[src/adc_encoder_pkg.sv]
package adc_encoder_pkg;

    // width of the comparator thermometer pattern
    localparam int unsigned THERM_WIDTH = 15;
    // width of the converted output word
    localparam int unsigned WORD_WIDTH = 4;

    // field positions inside the output word
    localparam int unsigned MSB_POS = 3;
    localparam int unsigned LSB_FIELD_HI = 2;

    // code produced when no comparator is asserted
    localparam logic [WORD_WIDTH-1:0] FULL_SCALE_CODE = 4'hf;

    // values after reset
    localparam logic [WORD_WIDTH-1:0]  WORD_RESET   = 4'h0;
    localparam logic [THERM_WIDTH-1:0] THERM_RESET  = 15'h0000;
    localparam logic                   CTRL_RESET   = 1'h1;

    // clock figures
    localparam int unsigned CLOCK_PERIOD_PS = 10000;
    // minimum hold of the previous word after a strobe edge, in ps
    localparam int unsigned OUTPUT_HOLD_TIME_PS = 10000;
    localparam int unsigned OUTPUT_HOLD_CYCLES =
        (OUTPUT_HOLD_TIME_PS + CLOCK_PERIOD_PS - 1) / CLOCK_PERIOD_PS;
    // pin synchroniser depth and the cycles from strobe pin edge to new word
    localparam int unsigned SYNC_STAGES = 2;
    localparam int unsigned OUTPUT_VALID_DELAY_CYCLES = SYNC_STAGES + 1;

endpackage : adc_encoder_pkg

[src/thermometer_encoder.sv]
`timescale 1ns/1ps
`default_nettype none

module thermometer_encoder
    import adc_encoder_pkg::*;
(
    input  wire logic [THERM_WIDTH-1:0] i_therm,
    input  wire logic                   i_msb_invert_n,
    input  wire logic                   i_lsb_invert_n,
    output logic      [WORD_WIDTH-1:0]  o_code
);

    function automatic logic [WORD_WIDTH-1:0] count_ones(input logic [THERM_WIDTH-1:0] pattern);
        logic [WORD_WIDTH-1:0] total;
        total = '0;
        for (int i = 0; i < THERM_WIDTH; i++)
        begin
            total = total + {3'h0, pattern[i]};
        end
        return total;
    endfunction : count_ones

    wire logic [WORD_WIDTH-1:0] asserted_count;
    wire logic [WORD_WIDTH-1:0] true_code;

    // bubble tolerant: count ones rather than find the edge
    assign asserted_count = count_ones(i_therm);
    // all off gives full scale, all on gives zero; saturation is inherent
    assign true_code = FULL_SCALE_CODE - asserted_count;

    // low control complements its field; msb low gives offset two's complement
    assign o_code[MSB_POS] = true_code[MSB_POS] ^ ~i_msb_invert_n;
    assign o_code[LSB_FIELD_HI:0] = true_code[LSB_FIELD_HI:0] ^ {3{~i_lsb_invert_n}};

endmodule : thermometer_encoder

`default_nettype wire

[src/flash_adc_encoder_output.sv]
// Notes on behaviour
// - comparators below input asserted, above deasserted
// - encode thermometer to binary or offset, invertible
// - output register holds between strobe updates
// - format controls are static active-low levels
// - msb control bit one, lsb control rest
// - control low complements its bits
// - true binary: top gives 0000, bottom 1111
// - offset true is binary with msb complemented
// - sample latched on convert strobe rising edge
// - result reaches output on next strobe edge
// - old word held, new word after delay
// - in-range input yields code zero to fifteen
// - out-of-range input saturates, above to 0000, below to 1111
`timescale 1ns/1ps
`default_nettype none

module flash_adc_encoder_output
    import adc_encoder_pkg::*;
(
    input  wire logic                   i_clock,
    input  wire logic                   i_rst_b,
    input  wire logic                   i_convert_strobe,
    input  wire logic [THERM_WIDTH-1:0] i_therm,
    input  wire logic                   i_msb_invert_n,
    input  wire logic                   i_lsb_invert_n,
    output logic      [WORD_WIDTH-1:0]  o_out_word,
    output logic                        o_word_update,
    output logic                        o_word_valid
);

    // strobe level last seen by the edge detector
    typedef enum logic {PHASE_LOW, PHASE_HIGH} strobe_phase_e;
    // whether a real comparator sample sits in the sample register
    typedef enum logic {FILL_EMPTY, FILL_HELD} fill_state_e;

    // strobe pin synchroniser, first stage read only by the second
    logic                        strobe_meta_reg;
    logic                        strobe_sync_reg;
    wire logic                   strobe_meta_next;
    wire logic                   strobe_sync_next;

    // edge detector state
    strobe_phase_e               phase_reg;
    strobe_phase_e               phase_next;
    wire logic                   strobe_rise;

    // per-line synchronisers gathered into words
    wire logic [THERM_WIDTH-1:0] therm_synced;
    wire logic [1:0]             ctrl_pins;
    wire logic [1:0]             ctrl_synced;
    wire logic                   msb_ctrl;
    wire logic                   lsb_ctrl;

    // pipeline state
    logic [THERM_WIDTH-1:0]      sample_reg;
    fill_state_e                 fill_reg;
    logic                        word_msb_reg;
    logic [LSB_FIELD_HI:0]       word_lsb_reg;
    logic                        word_update_reg;
    logic                        word_valid_reg;

    // next values of the pipeline state
    wire logic [THERM_WIDTH-1:0] sample_next;
    fill_state_e                 fill_next;
    wire logic                   sample_held;
    wire logic [WORD_WIDTH-1:0]  encoded_word;
    wire logic                   word_msb_next;
    wire logic [LSB_FIELD_HI:0]  word_lsb_next;
    wire logic                   word_update_next;
    wire logic                   word_valid_next;

    assign strobe_meta_next = i_convert_strobe;
    assign strobe_sync_next = strobe_meta_reg;

    always_ff @(posedge i_clock or negedge i_rst_b)
    begin
        if (!i_rst_b)
        begin
            strobe_meta_reg <= 1'h0;
        end
        else
        begin
            strobe_meta_reg <= strobe_meta_next;
        end
    end

    always_ff @(posedge i_clock or negedge i_rst_b)
    begin
        if (!i_rst_b)
        begin
            strobe_sync_reg <= 1'h0;
        end
        else
        begin
            strobe_sync_reg <= strobe_sync_next;
        end
    end

    // a rise is a low phase meeting a high synchronised strobe
    always_comb
    begin
        phase_next = phase_reg;
        unique case (phase_reg)
            PHASE_LOW:
            begin
                if (strobe_sync_reg)
                begin
                    phase_next = PHASE_HIGH;
                end
            end
            PHASE_HIGH:
            begin
                if (!strobe_sync_reg)
                begin
                    phase_next = PHASE_LOW;
                end
            end
        endcase
    end

    // resets low, so a strobe held high through reset reads as a rise
    always_ff @(posedge i_clock or negedge i_rst_b)
    begin
        if (!i_rst_b)
        begin
            phase_reg <= PHASE_LOW;
        end
        else
        begin
            phase_reg <= phase_next;
        end
    end

    assign strobe_rise = (phase_reg == PHASE_LOW) && strobe_sync_reg;

    // one two-stage synchroniser per comparator line
    for (genvar g = 0; g < THERM_WIDTH; g++)
    begin : g_therm_sync
        logic meta_reg;
        logic sync_reg;

        always_ff @(posedge i_clock or negedge i_rst_b)
        begin
            if (!i_rst_b)
            begin
                meta_reg <= THERM_RESET[g];
                sync_reg <= THERM_RESET[g];
            end
            else
            begin
                meta_reg <= i_therm[g];
                sync_reg <= meta_reg;
            end
        end

        assign therm_synced[g] = sync_reg;
    end

    // controls kept as a pair, msb control in bit 1
    assign ctrl_pins = {i_msb_invert_n, i_lsb_invert_n};

    for (genvar g = 0; g < $bits(ctrl_pins); g++)
    begin : g_ctrl_sync
        logic meta_reg;
        logic sync_reg;

        always_ff @(posedge i_clock or negedge i_rst_b)
        begin
            if (!i_rst_b)
            begin
                meta_reg <= CTRL_RESET;
                sync_reg <= CTRL_RESET;
            end
            else
            begin
                meta_reg <= ctrl_pins[g];
                sync_reg <= meta_reg;
            end
        end

        assign ctrl_synced[g] = sync_reg;
    end

    assign msb_ctrl = ctrl_synced[1];
    assign lsb_ctrl = ctrl_synced[0];

    // encodes the sample held from the previous strobe
    thermometer_encoder u_encoder (
        .i_therm        (sample_reg),
        .i_msb_invert_n (msb_ctrl),
        .i_lsb_invert_n (lsb_ctrl),
        .o_code         (encoded_word)
    );

    // first strobe only primes the sample; its word encodes the reset pattern
    always_comb
    begin
        fill_next = fill_reg;
        unique case (fill_reg)
            FILL_EMPTY:
            begin
                if (strobe_rise)
                begin
                    fill_next = FILL_HELD;
                end
            end
            FILL_HELD:
            begin
                fill_next = FILL_HELD;
            end
        endcase
    end

    always_ff @(posedge i_clock or negedge i_rst_b)
    begin
        if (!i_rst_b)
        begin
            fill_reg <= FILL_EMPTY;
        end
        else
        begin
            fill_reg <= fill_next;
        end
    end

    assign sample_next      = therm_synced;
    assign sample_held      = (fill_reg == FILL_HELD);
    assign word_msb_next    = encoded_word[MSB_POS];
    assign word_lsb_next    = encoded_word[LSB_FIELD_HI:0];
    assign word_update_next = strobe_rise;
    assign word_valid_next  = sample_held;

    always_ff @(posedge i_clock or negedge i_rst_b)
    begin
        if (!i_rst_b)
        begin
            sample_reg <= THERM_RESET;
        end
        else if (strobe_rise)
        begin
            sample_reg <= sample_next;
        end
    end

    // output fields move only on a strobe step, never in between
    always_ff @(posedge i_clock or negedge i_rst_b)
    begin
        if (!i_rst_b)
        begin
            word_msb_reg <= WORD_RESET[MSB_POS];
        end
        else if (strobe_rise)
        begin
            word_msb_reg <= word_msb_next;
        end
    end

    always_ff @(posedge i_clock or negedge i_rst_b)
    begin
        if (!i_rst_b)
        begin
            word_lsb_reg <= WORD_RESET[LSB_FIELD_HI:0];
        end
        else if (strobe_rise)
        begin
            word_lsb_reg <= word_lsb_next;
        end
    end

    // one-cycle pulse beside a fresh word
    always_ff @(posedge i_clock or negedge i_rst_b)
    begin
        if (!i_rst_b)
        begin
            word_update_reg <= 1'h0;
        end
        else
        begin
            word_update_reg <= word_update_next;
        end
    end

    always_ff @(posedge i_clock or negedge i_rst_b)
    begin
        if (!i_rst_b)
        begin
            word_valid_reg <= 1'h0;
        end
        else if (strobe_rise)
        begin
            word_valid_reg <= word_valid_next;
        end
    end

    assign o_out_word    = {word_msb_reg, word_lsb_reg};
    assign o_word_update = word_update_reg;
    assign o_word_valid  = word_valid_reg;

endmodule : flash_adc_encoder_output

`default_nettype wire

[config.mk]
export PLATFORM = sky130hd
export DESIGN_NAME = flash_adc_encoder_output
export DESIGN_NICKNAME = d
export VERILOG_FILES = /design/src/adc_encoder_pkg.sv /design/src/thermometer_encoder.sv /design/src/flash_adc_encoder_output.sv
export SDC_FILE = /design/constraint.sdc
export NUM_CORES = 1
export LEC_CHECK = 0
export ABC_AREA = 0
export BUFFER_PORTS_ARGS = -buffer_cell sky130_fd_sc_hd__buf_2
export CAP_MARGIN = 40
export CORE_MARGIN = 2
export CORE_UTILIZATION = 50
export CTS_CLUSTER_SIZE = 16
export DETAILED_ROUTE_END_ITERATION = 7
export MAX_ROUTING_LAYER = met4
export PLACE_DENSITY = 0.7
export SETUP_SLACK_MARGIN = 0.05
export SLEW_MARGIN = 20
export SYNTH_ARGS = -nofsm -noshare
export SYNTH_HDL_FRONTEND = slang
export SYNTH_SLANG_ARGS = --single-unit
[constraint.sdc]
create_clock -name i_clock -period 7.98 [get_ports i_clock]
set_input_delay 0.798 -clock i_clock [delete_from_list [all_inputs] [get_ports i_clock]]
set_output_delay 0.798 -clock i_clock [all_outputs]
set_load 0.01 [all_outputs]
After elaboration in Yosys (flattened, before gate mapping) --
Cells that the tools add are included. Widths: inputs -> output; s select.
Storage, ports and cells: input bits 20, output and inout port bits 6, bits in registers 59
Cells by class: $add $sub $neg 15, mux-type cells 3, bitwise operators 6, reduce and logical (&&, ||, !) cells 1
Operators with widths (count):
- $add 4x1->4 | 13
- $not 1->1 | 4
- $sub 4x4->4 const A | 1
- $xor 3x3->3 | 1
- $add 1x1->2 | 1
- $mux 1 | 2
- $pmux 1 s2 | 1
- $logic_and 1x1->1 | 1
- $xor 1x1->1 | 1

Longest topological paths before layout --
Gate-level depths: netlist (run 1).
word-level depth 16, gate-level depth with buffers 16

Modules after synthesis --
Synthesis (run 1) repeated with hierarchy kept, for this count alone.
Unflattened totals: cell total of the unflattened synthesis 135, area, all modules 2293.4 um^2
By module, submodules not included:
- flash_adc_encoder_output | seq. area each 1481.4 um^2, area an instance 1831.8 um^2, cells an instance 84, instances 1
- thermometer_encoder | seq. area each 0.0 um^2, area an instance 461.7 um^2, cells an instance 51, instances 1

Worst setup path after synthesis (run 1) --
No wires, ideal clock.
kind flip-flop to flip-flop, start point register sample_reg[7], end point register word_msb_reg, setup slack 4.078 ns, cell stages (with the launch flop) 15, period minus slack after synthesis 3.902 ns, data arrival time 3.777 ns, path through dfrtp_1 -> fa_1 -> ha_1 -> inv_1 -> fa_1 -> inv_1 -> fa_1 -> fa_1 -> ha_1 -> inv_1 -> ha_1 -> a21oi_1 -> o21ai_1 -> xnor2_1 -> mux2_4
Between the ends: cells in the longest elaborated chain, start to end 10
RTL lines:
- from (decl) | RTL line flash_adc_encoder_output.sv:56 | logic [THERM_WIDTH-1:0] sample_reg;
- from (signal assigned) | RTL line flash_adc_encoder_output.sv:242 | sample_reg <= sample_next;
- $add 4x1->4 (8 in a row) | RTL line thermometer_encoder.sv:18 | total = total + {3'h0, pattern[i]};
- $sub 4x4->4 | RTL line thermometer_encoder.sv:29 | assign true_code = FULL_SCALE_CODE - asserted_count;
- $xor 1x1->1 | RTL line thermometer_encoder.sv:32 | assign o_code[MSB_POS] = true_code[MSB_POS] ^ ~i_msb_invert_n;
- to (signal assigned) | RTL line flash_adc_encoder_output.sv:251 | word_msb_reg <= WORD_RESET[MSB_POS];
- to (signal assigned) | RTL line flash_adc_encoder_output.sv:255 | word_msb_reg <= word_msb_next;
- to (decl) | RTL line flash_adc_encoder_output.sv:58 | logic word_msb_reg;
No other way between the ends. A chain may end at the register's enable or synchronous reset.

Final worst setup path (run 1) --
Ends and elaborated chain as after synthesis.

==> flow_metrics.py, run 1 <==
metrics = {
    "global_routing": {
        "antenna_found_initial": 0,
        "grt_usage": 0.143,
        "grt_pass1_wl_um": 5090,
        "first_global_vias": 1236,
        "gr-total-overflow": 0,
        "grt_max_degree": 60,
    },
    "die": {
        "start_util": 0.518,
        "row_count": 24,
        "die_x_um": 71.1,
        "fp.dieArea_um2": 5060,
        "core_um2": 4350,
        "ioPinCount": 26,
        "fp.dieH_um": 71.1,
    },
    "logic_synthesis": {
        "yosys.area_share.adder": 0.160,
        "netlist_area_um2": 2250,
        "avgSynthCellArea_um2": 14.7,
        "synth_top_area_cell": "dfrtp_1",
        "synth_compound_area_frac": 0.0267,
        "synth_area_leaders": "dfrtp_1 61%, ha_1 8.9%, fa_1 7.1%",
        "yosys_warnings": 0,
        "synth-simple-area-share": 0.0239,
        "synthArstFlopShare": 1.00,
        "synthMuxAreaShare": 0.0516,
        "synthCells": 153,
        "synth_seq_cells": 59,
        "ys.flop_type": "dfrtp_1",
        "synth_top_family_by_area": "adder cells",
        "synth_cell_types": 20,
        "synth_xor_area_frac": 0.0311,
        "yosysSeqAreaShare": 0.657,
        "synth-edff-count": 0,
        "synth_top_area_share": 0.611,
        "syn_nets": 197,
    },
    "worst_setup_path": {
        "cp.required_ns": 8.19,
        "critPathKind": "flop to flop",
        "slowest_stage": "fa_1",
        "cp-end-kind": "flop",
        "crit_path_max_incr_delay_ns": 0.52,
        "arrival_ns": 4.27,
        "cp_common_cell": "fa_1",
        "path_cells": "fa_1, ha_1, inv_1, fa_1, inv_1, fa_1, fa_1, ha_1, inv_1, ha_1, a21oi_1, o21ai_1, xnor2_1, mux2_4",
        "critPathLaunchType": "flop",
        "worstPathMaxFanout": 3,
    },
    "timing": {
        "worst_clock_skew_ns": 0.00718,
        "rsz0062_at_grt": "no",
        "hold_viol": 0,
        "tightest_slew_ns": 0.701,
        "tns_ns": 0,
        "fmax_ghz": 0.246,
        "fin_crit_ns": 4.07,
        "setup_viol": 0,
        "relSlewSlack": 0.533,
        "drv_slew": 0,
        "period_share": 0.510,
    },
    "detailed_routing": {
        "ant_nets": 0,
        "dr.pass1.iters": 4,
        "via_per_inst": 4.68,
        "drc": 0,
        "wl_per_cell_um": 12.0,
        "drt_wl_total_um": 2900,
        "drt_iter0_drc": 39,
        "vias": 1132,
    },
    "worst_hold_path": {
        "hp-class": "flop to flop",
    },
    "finish": {
        "drive_gt1_frac": 0.300,
        "final_cell_mix": "55 x dfrtp_1, 25 x buf_2, 22 x inv_1",
        "n_antenna_cell": 0,
        "fin_nets": 229,
        "fin_util": 0.604,
        "synthToLayoutAreaGrowth_pct": 16.8,
        "layout_commonest_cell": "dfrtp_1",
        "final_area_um2": 2630,
    },
    "clock_network": {
        "postCtsResizedCells": 0,
        "clk_path_buf_depth": 2,
        "numCtsBuffers": 9,
        "clkTransAtPathRegs_ns": 0.07,
        "root_buffer": "clkbuf_8",
        "cts_tree": "done",
        "cts_sinks": 59,
        "clock_latency_ns": 0.33,
        "cts.hold.buffers_added": 0,
        "cts_setup_buffers": 0,
        "h-tree-depth": 3,
    },
    "status": {
        "status": "complete, no violations",
    },
    "flow_run": {
        "cap_viol_max_count": 0,
    },
    "place": {
        "numPortBuffers": 25,
        "place_hpwl_um": 2020,
        "gp_congestion": 0.760,
        "place_area_um2": 2430,
    },
    "pwr": {
        "p_leak_nw": 1.27,
        "power.density_nw_per_um2": 398,
        "vdd_drop_max_uv": 198,
    },
}
[per-stage QoR]
step	hold WS [ns]	setup WS [ns]	instances	power [W]
global route	0.352	3.74	242	0.00113
finish	0.341	3.91	242	0.00105
global placement	0.332	4.01	226	0.000756
CTS	0.345	3.89	242	0.00107
floorplan	0.331	4.08	153	0.000695
detailed placement	0.335	3.91	226	0.000796
[logic make-up after synthesis]
logic type                 Yosys count
AOI/OAI and AO/OA                   12
xor gates and xnor gates             8
adders and majority gates           24
buffers and inverters               27
DFF                                 59
muxes                               10
and+or+nand+nor                     13
[power by group]
| group | switching [W] | leakage (nW) | internal [W] |
|---|---|---|---|
| registers | 0.0000127 | 0.683 | 0.000332 |
| logic | 0.000214 | 0.492 | 0.000223 |
| clock network | 0.000112 | 0.0987 | 0.000152 |
| total | 0.000339 | 1.27 | 0.000707 |
[critical path: cells and delay by family (launching register included)]
kind / cells / cell delay, ns
compound gates: 2 / 0.22
flops: 1 / 0.40
fa+ha+maj: 7 / 2.78
xor+xnor: 1 / 0.13
buf+inv: 3 / 0.15
mux: 1 / 0.25
[area by class of cell]
| type | count | area [um2] |
|---|---|---|
| Multi-Input combinational cell | 67 | 668 |
| Fill cell | 339 | 1720 |
| Clock buffer | 10 | 138 |
| Timing Repair Buffer | 26 | 133 |
| Inverter | 22 | 82.6 |
| Tap cell | 52 | 65.1 |
| Sequential cell | 59 | 1480 |
| Clock inverter | 6 | 63.8 |
[metal layers]
layer / track usage / vias up / wire length [um]
li1: - / 539 / -
met3: 0.0726 / 6 / 167
met5: - / - / 0
met1: 0.138 / 559 / 1170
met2: 0.244 / 28 / 1500
met4: 0.0566 / 0 / 53
[final timing paths]
| check | start | to | slack (ns) | cells after the start |
|---|---|---|---|---|
| worst min register to register | g_therm_sync[1].meta_reg$_DFF_PN0_ | g_therm_sync[1].sync_reg$_DFF_PN0_ | 0.34 | 0 |
| worst max-delay path | sample_reg[7]$_DFFE_PN0P_ | word_msb_reg$_DFFE_PN0P_ | 3.91 | 14 |
| worst max register to register | sample_reg[7]$_DFFE_PN0P_ | word_msb_reg$_DFFE_PN0P_ | 3.91 | 14 |
| max in group asynchronous | i_rst_b | sample_reg[14]$_DFFE_PN0P_ | 6.91 | 2 |
| min in group asynchronous | i_rst_b | o_word_update$_DFF_PN0_ | 0.61 | 2 |
| worst min-delay path | g_therm_sync[1].meta_reg$_DFF_PN0_ | g_therm_sync[1].sync_reg$_DFF_PN0_ | 0.34 | 0 |
[synth_stat cells (2+ instances only)]
master   number
nand2_1       9
dfstp_2       4
nor2_1        2
inv_1        22
a21oi_1       3
ha_1         16
buf_2         2
buf_4         2
o21ai_0       8
xnor2_1       7
mux2_2        8
dfrtp_1      55
fa_1          8
(Power assumes the default switching activity.)
==> run 2: changes to the inputs <==
PLACE_DENSITY = 0.73   (was 0.7)
clock period = 3.68 ns   (was 7.98 ns; I/O delays follow)
==> run 2 against run 1 <==
The flow now finishes with violations (setup timing); utilization up 2.4 points; clock skew down 0.0027 ns; worst hold slack worse by 0.21 ns; sequential power up 120%; clock power up 120%; register-to-register slack worse by 4.0 ns; worst setup slack worse by 4.0 ns; combinational power rose to 2.9 times the previous value; first-iteration DRC count down 41%; largest power group unchanged; highest routed layer unchanged.
==> flow_metrics.py, run 2 (synthesis gave the netlist of run 1 again) <==
metrics = {
    "timing": {
        "tightest_slew_ns": 0.623,
        "tns_ns": -0.195,
        "relSlewSlack": 0.583,
        "worst_clock_skew_ns": 0.00447,
        "drv_slew": 0,
        "setup_slack_ns": -0.128,
        "setup_viol": 2,
        "fin_crit_ns": 3.81,
        "period_share": 1.03,
        "fmax_ghz": 0.263,
        "rsz0062_at_grt": "yes",
        "hold_viol": 0,
    },
    "clock_network": {
        "cts_tree": "done",
        "cts_sinks": 59,
        "clock_latency_ns": 0.33,
        "root_buffer": "clkbuf_8",
        "clkTransAtPathRegs_ns": 0.07,
        "numCtsBuffers": 9,
        "h-tree-depth": 3,
        "clk_path_buf_depth": 2,
    },
    "finish": {
        "final_cell_mix": "55 x dfrtp_1, 25 x buf_2, 18 x inv_1",
        "layout_commonest_cell": "dfrtp_1",
        "fin_nets": 232,
        "seq_area_um2": 1480,
        "synthToLayoutAreaGrowth_pct": 21.4,
        "final_cell_count_no_fill": 245,
        "drive_gt1_frac": 0.378,
        "fill_cells": 323,
        "n_antenna_cell": 0,
        "final_area_um2": 2740,
        "multi_input_area_um2": 739,
    },
    "pwr": {
        "power.total_w": 0.00259,
        "comb_power_share": 0.488,
        "vdd_drop_max_uv": 424,
        "switching_share": 0.331,
        "p_int_w": 0.00173,
        "power.density_nw_per_um2": 946,
        "clkPwrFrac": 0.223,
        "p_leak_nw": 1.29,
        "power.switching_w": 0.000856,
        "p_seq_frac": 0.289,
    },
    "global_routing": {
        "grt_usage": 0.157,
        "grt_pass1_wl_um": 5560,
        "antenna_found_initial": 0,
        "gr-total-overflow": 0,
        "first_global_vias": 1249,
        "grt_max_degree": 40,
    },
    "place": {
        "gp_congestion": 0.747,
        "numPortBuffers": 25,
        "place_area_um2": 2480,
        "place_hpwl_um": 2270,
        "placedCellCount": 227,
    },
    "die": {
        "ioPinCount": 26,
        "fp.dieH_um": 71.1,
        "start_util": 0.518,
        "row_count": 24,
        "die_x_um": 71.1,
        "core_um2": 4350,
        "fp.dieArea_um2": 5060,
    },
    "status": {
        "violations": "setup timing",
        "status": "finished with violations",
    },
    "worst_setup_path": {
        "r2r_slack_ns": -0.13,
        "arrival_ns": 4.03,
        "r2r-end": "word_msb_reg$_DFFE_PN0P_",
        "cp.required_ns": 3.90,
        "critPathLaunchType": "flop",
        "rr_startpoint": "sample_reg[9]$_DFFE_PN0P_",
        "critPathKind": "flop to flop",
        "worstRegToRegCells": 14,
        "cp-end-kind": "flop",
        "worstPathMaxFanout": 3,
    },
    "detailed_routing": {
        "drt_wl_total_um": 3130,
        "dr.pass1.iters": 4,
        "drc": 0,
        "wl_per_cell_um": 12.8,
        "wl_met1_um": 1210,
        "ant_nets": 0,
        "highest_layer": "met4",
        "dr_wl_met3_um": 183,
        "vias": 1158,
        "via_per_inst": 4.73,
        "drt_iter0_drc": 23,
        "dr_wl_met2_um": 1670,
    },
    "worst_hold_path": {
        "hp-class": "input port to flop",
        "min_path_cells": 1,
        "hp-start": "i_msb_invert_n",
        "hold-path-endpoint": "g_ctrl_sync[1].meta_reg$_DFF_PN1_",
    },
    "flow_run": {
        "cap_viol_max_count": 0,
    },
}
run 2: cell count changes in the layout (fill, tap and decap cells not counted), sizes merged:
cell	delta
dlygate4sd3	+1
buf	+2
run 2: worst max-delay path: stages, from the launching register on:
cell,delay (ns)
dfrtp_1,0.41
fa_2,0.43
ha_4,0.28
inv_2,0.03
fa_1,0.52
inv_1,0.05
fa_2,0.34
fa_1,0.45
ha_1,0.31
inv_2,0.05
ha_4,0.25
a21oi_2,0.14
o21ai_2,0.07
xnor2_1,0.12
mux2_4,0.25
run 2: power by group through the flow:
| stage | sequential [W] | clock (W) | combinational [W] |
|---|---|---|---|
| 2_1_floorplan | 0.000762 | 0 | 0.000886 |
| 3_3_place_gp | 0.000757 | 0 | 0.00103 |
| 3_5_place_dp | 0.000762 | 0 | 0.00112 |
| 4_1_cts | 0.000750 | 0.000594 | 0.00114 |
| 5_1_grt | 0.000755 | 0.000630 | 0.00141 |
| 6_report | 0.000749 | 0.000577 | 0.00126 |
run 2: worst max path at each step:
stage                              start                  endpoint  slack (ns)  cells past startpoint
2_1_floorplan  sample_reg[9]$_DFFE_PN0P_  word_msb_reg$_DFFE_PN0P_        0.05                     14
3_3_place_gp   sample_reg[9]$_DFFE_PN0P_  word_msb_reg$_DFFE_PN0P_       -0.06                     14
3_5_place_dp   sample_reg[5]$_DFFE_PN0P_  word_msb_reg$_DFFE_PN0P_       -0.12                     14
4_1_cts        sample_reg[9]$_DFFE_PN0P_  word_msb_reg$_DFFE_PN0P_       -0.15                     14
5_1_grt        sample_reg[9]$_DFFE_PN0P_  word_msb_reg$_DFFE_PN0P_       -0.27                     14
6_report       sample_reg[9]$_DFFE_PN0P_  word_msb_reg$_DFFE_PN0P_       -0.13                     14
run 2: metrics by stage:
step	utilization	hold WS [ns]	worst slack, ns
6_report	0.628	0.132	-0.128
5_1_grt	0.628	0.113	-0.269
4_1_cts	0.619	0.121	-0.147
3_5_place_dp	0.569	0.335	-0.120
3_3_place_gp	0.565	0.333	-0.0610
2_1_floorplan	-	0.0724	0.0489
run 2: layout make-up:
type	instances	area share
clock inverters	6	0.0233
clock buffers	10	0.0503
inverters	22	0.0302
flip-flops and latches	59	0.542
multi-input cells	67	0.270
repair buffers	29	0.0604
well taps	52	0.0238
run 2: routing by layer:
metal,global-route usage,up-vias
li1,-,546
met1,0.169,575
met2,0.248,25
met3,0.0726,12
met4,0.0692,0
met5,-,-
run 2: what timing repair did:
action                                  in CTS  in global routing
endpoints found under the setup margin       2                  3
endpoints found under the hold margin       18                  0
setup buffers                                1                  0
pin swaps                                    2                  5
resized for setup                            1                  7
hold buffers                                 1                  0
==> run 3: changes to the inputs <==
CTS_BUF_LIST = sky130_fd_sc_hd__clkbuf_2   (was unset)
PLACE_DENSITY = 0.72   (was 0.73)
==> run 3 against run 2 <==
The run still ends with setup timing left; clock power fell by 32%; critical path depth unchanged; sequential share of layout area decreased by 1.7 points; critical path type unchanged.
==> flow_metrics.py, run 3 (synthesis gave the netlist of run 1 again) <==
metrics = {
    "timing": {
        "worst_clock_skew_ns": 0.0116,
        "tightest_slew_ns": 0.601,
        "fin_crit_ns": 3.82,
        "hold_viol": 0,
        "tns_ns": -0.212,
        "fmax_ghz": 0.262,
        "period_share": 1.04,
        "drv_slew": 0,
        "relSlewSlack": 0.597,
        "rsz0062_at_grt": "yes",
        "hold-worst-slack_ns": 0.363,
        "setup_slack_ns": -0.136,
        "setup_viol": 2,
    },
    "global_routing": {
        "grt_usage": 0.159,
        "gr-total-overflow": 0,
        "grt_pass1_wl_um": 5600,
        "use_met1": 0.180,
        "met3_usage": 0.0641,
        "gr-max-usage-layer": "met2",
        "grt_max_degree": 40,
        "antenna_found_initial": 0,
        "use_met2": 0.242,
        "first_global_vias": 1291,
    },
    "worst_setup_path": {
        "worstRegToRegCells": 14,
        "cp-endpoint": "word_msb_reg$_DFFE_PN0P_",
        "cp.required_ns": 4.04,
        "critPathKind": "flop to flop",
        "startpoint": "sample_reg[9]$_DFFE_PN0P_",
        "path_cells": "fa_2, ha_4, inv_2, fa_1, inv_1, fa_2, fa_1, ha_1, inv_2, ha_4, a21oi_2, o21ai_1, xnor2_1, mux2_4",
        "slowest_stage": "fa_1",
        "rr_startpoint": "sample_reg[9]$_DFFE_PN0P_",
        "worstPathMaxFanout": 3,
        "r2r_slack_ns": -0.14,
        "cp-end-kind": "flop",
        "critPathLaunchType": "flop",
        "r2r-end": "word_msb_reg$_DFFE_PN0P_",
        "crit_path_max_incr_delay_ns": 0.52,
        "arrival_ns": 4.18,
    },
    "clock_network": {
        "cts_sinks": 59,
        "clock_latency_ns": 0.46,
        "clkTransAtPathRegs_ns": 0.17,
        "cts_tree": "done",
        "root_buffer": "clkbuf_2",
        "clk_path_buf_depth": 2,
        "h-tree-depth": 3,
        "numCtsBuffers": 9,
    },
    "finish": {
        "synthToLayoutAreaGrowth_pct": 25.4,
        "final_cell_mix": "55 x dfrtp_1, 25 x buf_2, 19 x dlygate4sd3_1",
        "layout_commonest_cell": "dfrtp_1",
        "n_antenna_cell": 0,
        "fin_nets": 250,
        "drive_gt1_frac": 0.346,
        "final_cell_count_no_fill": 263,
    },
    "worst_hold_path": {
        "hp-class": "input port to async pin",
    },
    "die": {
        "start_util": 0.518,
        "row_count": 24,
        "die_x_um": 71.1,
        "fp.dieH_um": 71.1,
        "core_um2": 4350,
        "ioPinCount": 26,
        "fp.dieArea_um2": 5060,
    },
    "place": {
        "place_hpwl_um": 2150,
        "gp_congestion": 0.748,
        "numPortBuffers": 25,
        "placedCellCount": 227,
    },
    "detailed_routing": {
        "via_per_inst": 4.59,
        "drc": 0,
        "ant_nets": 0,
        "drt_iter0_drc": 32,
        "vias": 1208,
        "wl_per_cell_um": 12.2,
        "dr.pass1.iters": 4,
        "drt_wl_total_um": 3220,
    },
    "pwr": {
        "power.switching_w": 0.000814,
        "p_int_w": 0.00156,
        "vdd_drop_max_uv": 411,
        "switching_share": 0.343,
        "comb_power_share": 0.521,
        "p_leak_nw": 1.33,
        "clkPwrFrac": 0.164,
        "p_seq_frac": 0.314,
        "power.density_nw_per_um2": 841,
    },
    "status": {
        "violations": "setup timing",
        "status": "finished with violations",
    },
    "flow_run": {
        "cap_viol_max_count": 0,
    },
}
==> run 3: timing repair <==
action	in CTS	in global routing
hold buffers	19	0
resized for setup	1	8
buffers inserted	0	1
endpoints found under the hold margin	36	0
pin swaps	1	4
cloned	0	0
setup endpoints to repair	3	3
==> run 3: per-layer routing <==
metal | wire length [um] | vias up
met1 | 1370 | 595
met2 | 1660 | 23
met5 | 0 | -
met3 | 112 | 8
met4 | 75 | 0
li1 | - | 582
==> run 3: power by group through the flow <==
stage	Sequential (W)	Combinational, W	Clock, W
floorplan	0.000762	0.000886	0
global placement	0.000757	0.00103	0
detailed placement	0.000760	0.00111	0
CTS	0.000747	0.00118	0.000407
global route	0.000755	0.00141	0.000441
finish	0.000747	0.00124	0.000390
==> run 3: critical path: cells and delay by family (launching register included) <==
kind	cells	cell delay, ns
adders and majority gates	7	2.58
buffers and inverters	3	0.13
xor gates and xnor gates	1	0.12
muxes	1	0.25
DFF	1	0.44
AOI/OAI and AO/OA	2	0.20
==> run 3: worst min path at each step <==
stage	from	to	cells after the start
after CTS	i_rst_b	g_therm_sync[4].meta_reg$_DFF_PN0_	2
after floorplan	i_rst_b	fill_reg$_DFF_PN0_	0
after global placement	g_therm_sync[11].meta_reg$_DFF_PN0_	g_therm_sync[11].sync_reg$_DFF_PN0_	0
after global routing	i_rst_b	g_therm_sync[4].meta_reg$_DFF_PN0_	2
after detailed placement	g_therm_sync[8].meta_reg$_DFF_PN0_	g_therm_sync[8].sync_reg$_DFF_PN0_	0
final	i_rst_b	g_therm_sync[4].meta_reg$_DFF_PN0_	2
==> run 3: cell type report <==
cell class / count / area, um2
fill: 313 / 1530
sequential: 59 / 1480
multi-input combinational: 67 / 738
timing repair buffer: 47 / 345
inverter: 22 / 82.6
clock inverter: 7 / 67.6
tap: 52 / 65.1
clock buffer: 9 / 45.0
==> run 3: through the flow <==
stage | power [W] | worst slack [ns] | utilization | instance area [um2]
2_1_floorplan | 0.00165 | 0.0489 | - | 2290
5_1_grt | 0.00261 | -0.259 | 0.649 | 2830
3_3_place_gp | 0.00178 | -0.0613 | 0.565 | 2460
6_report | 0.00238 | -0.136 | 0.649 | 2830
4_1_cts | 0.00233 | -0.128 | 0.641 | 2790
3_5_place_dp | 0.00187 | -0.103 | 0.569 | 2480
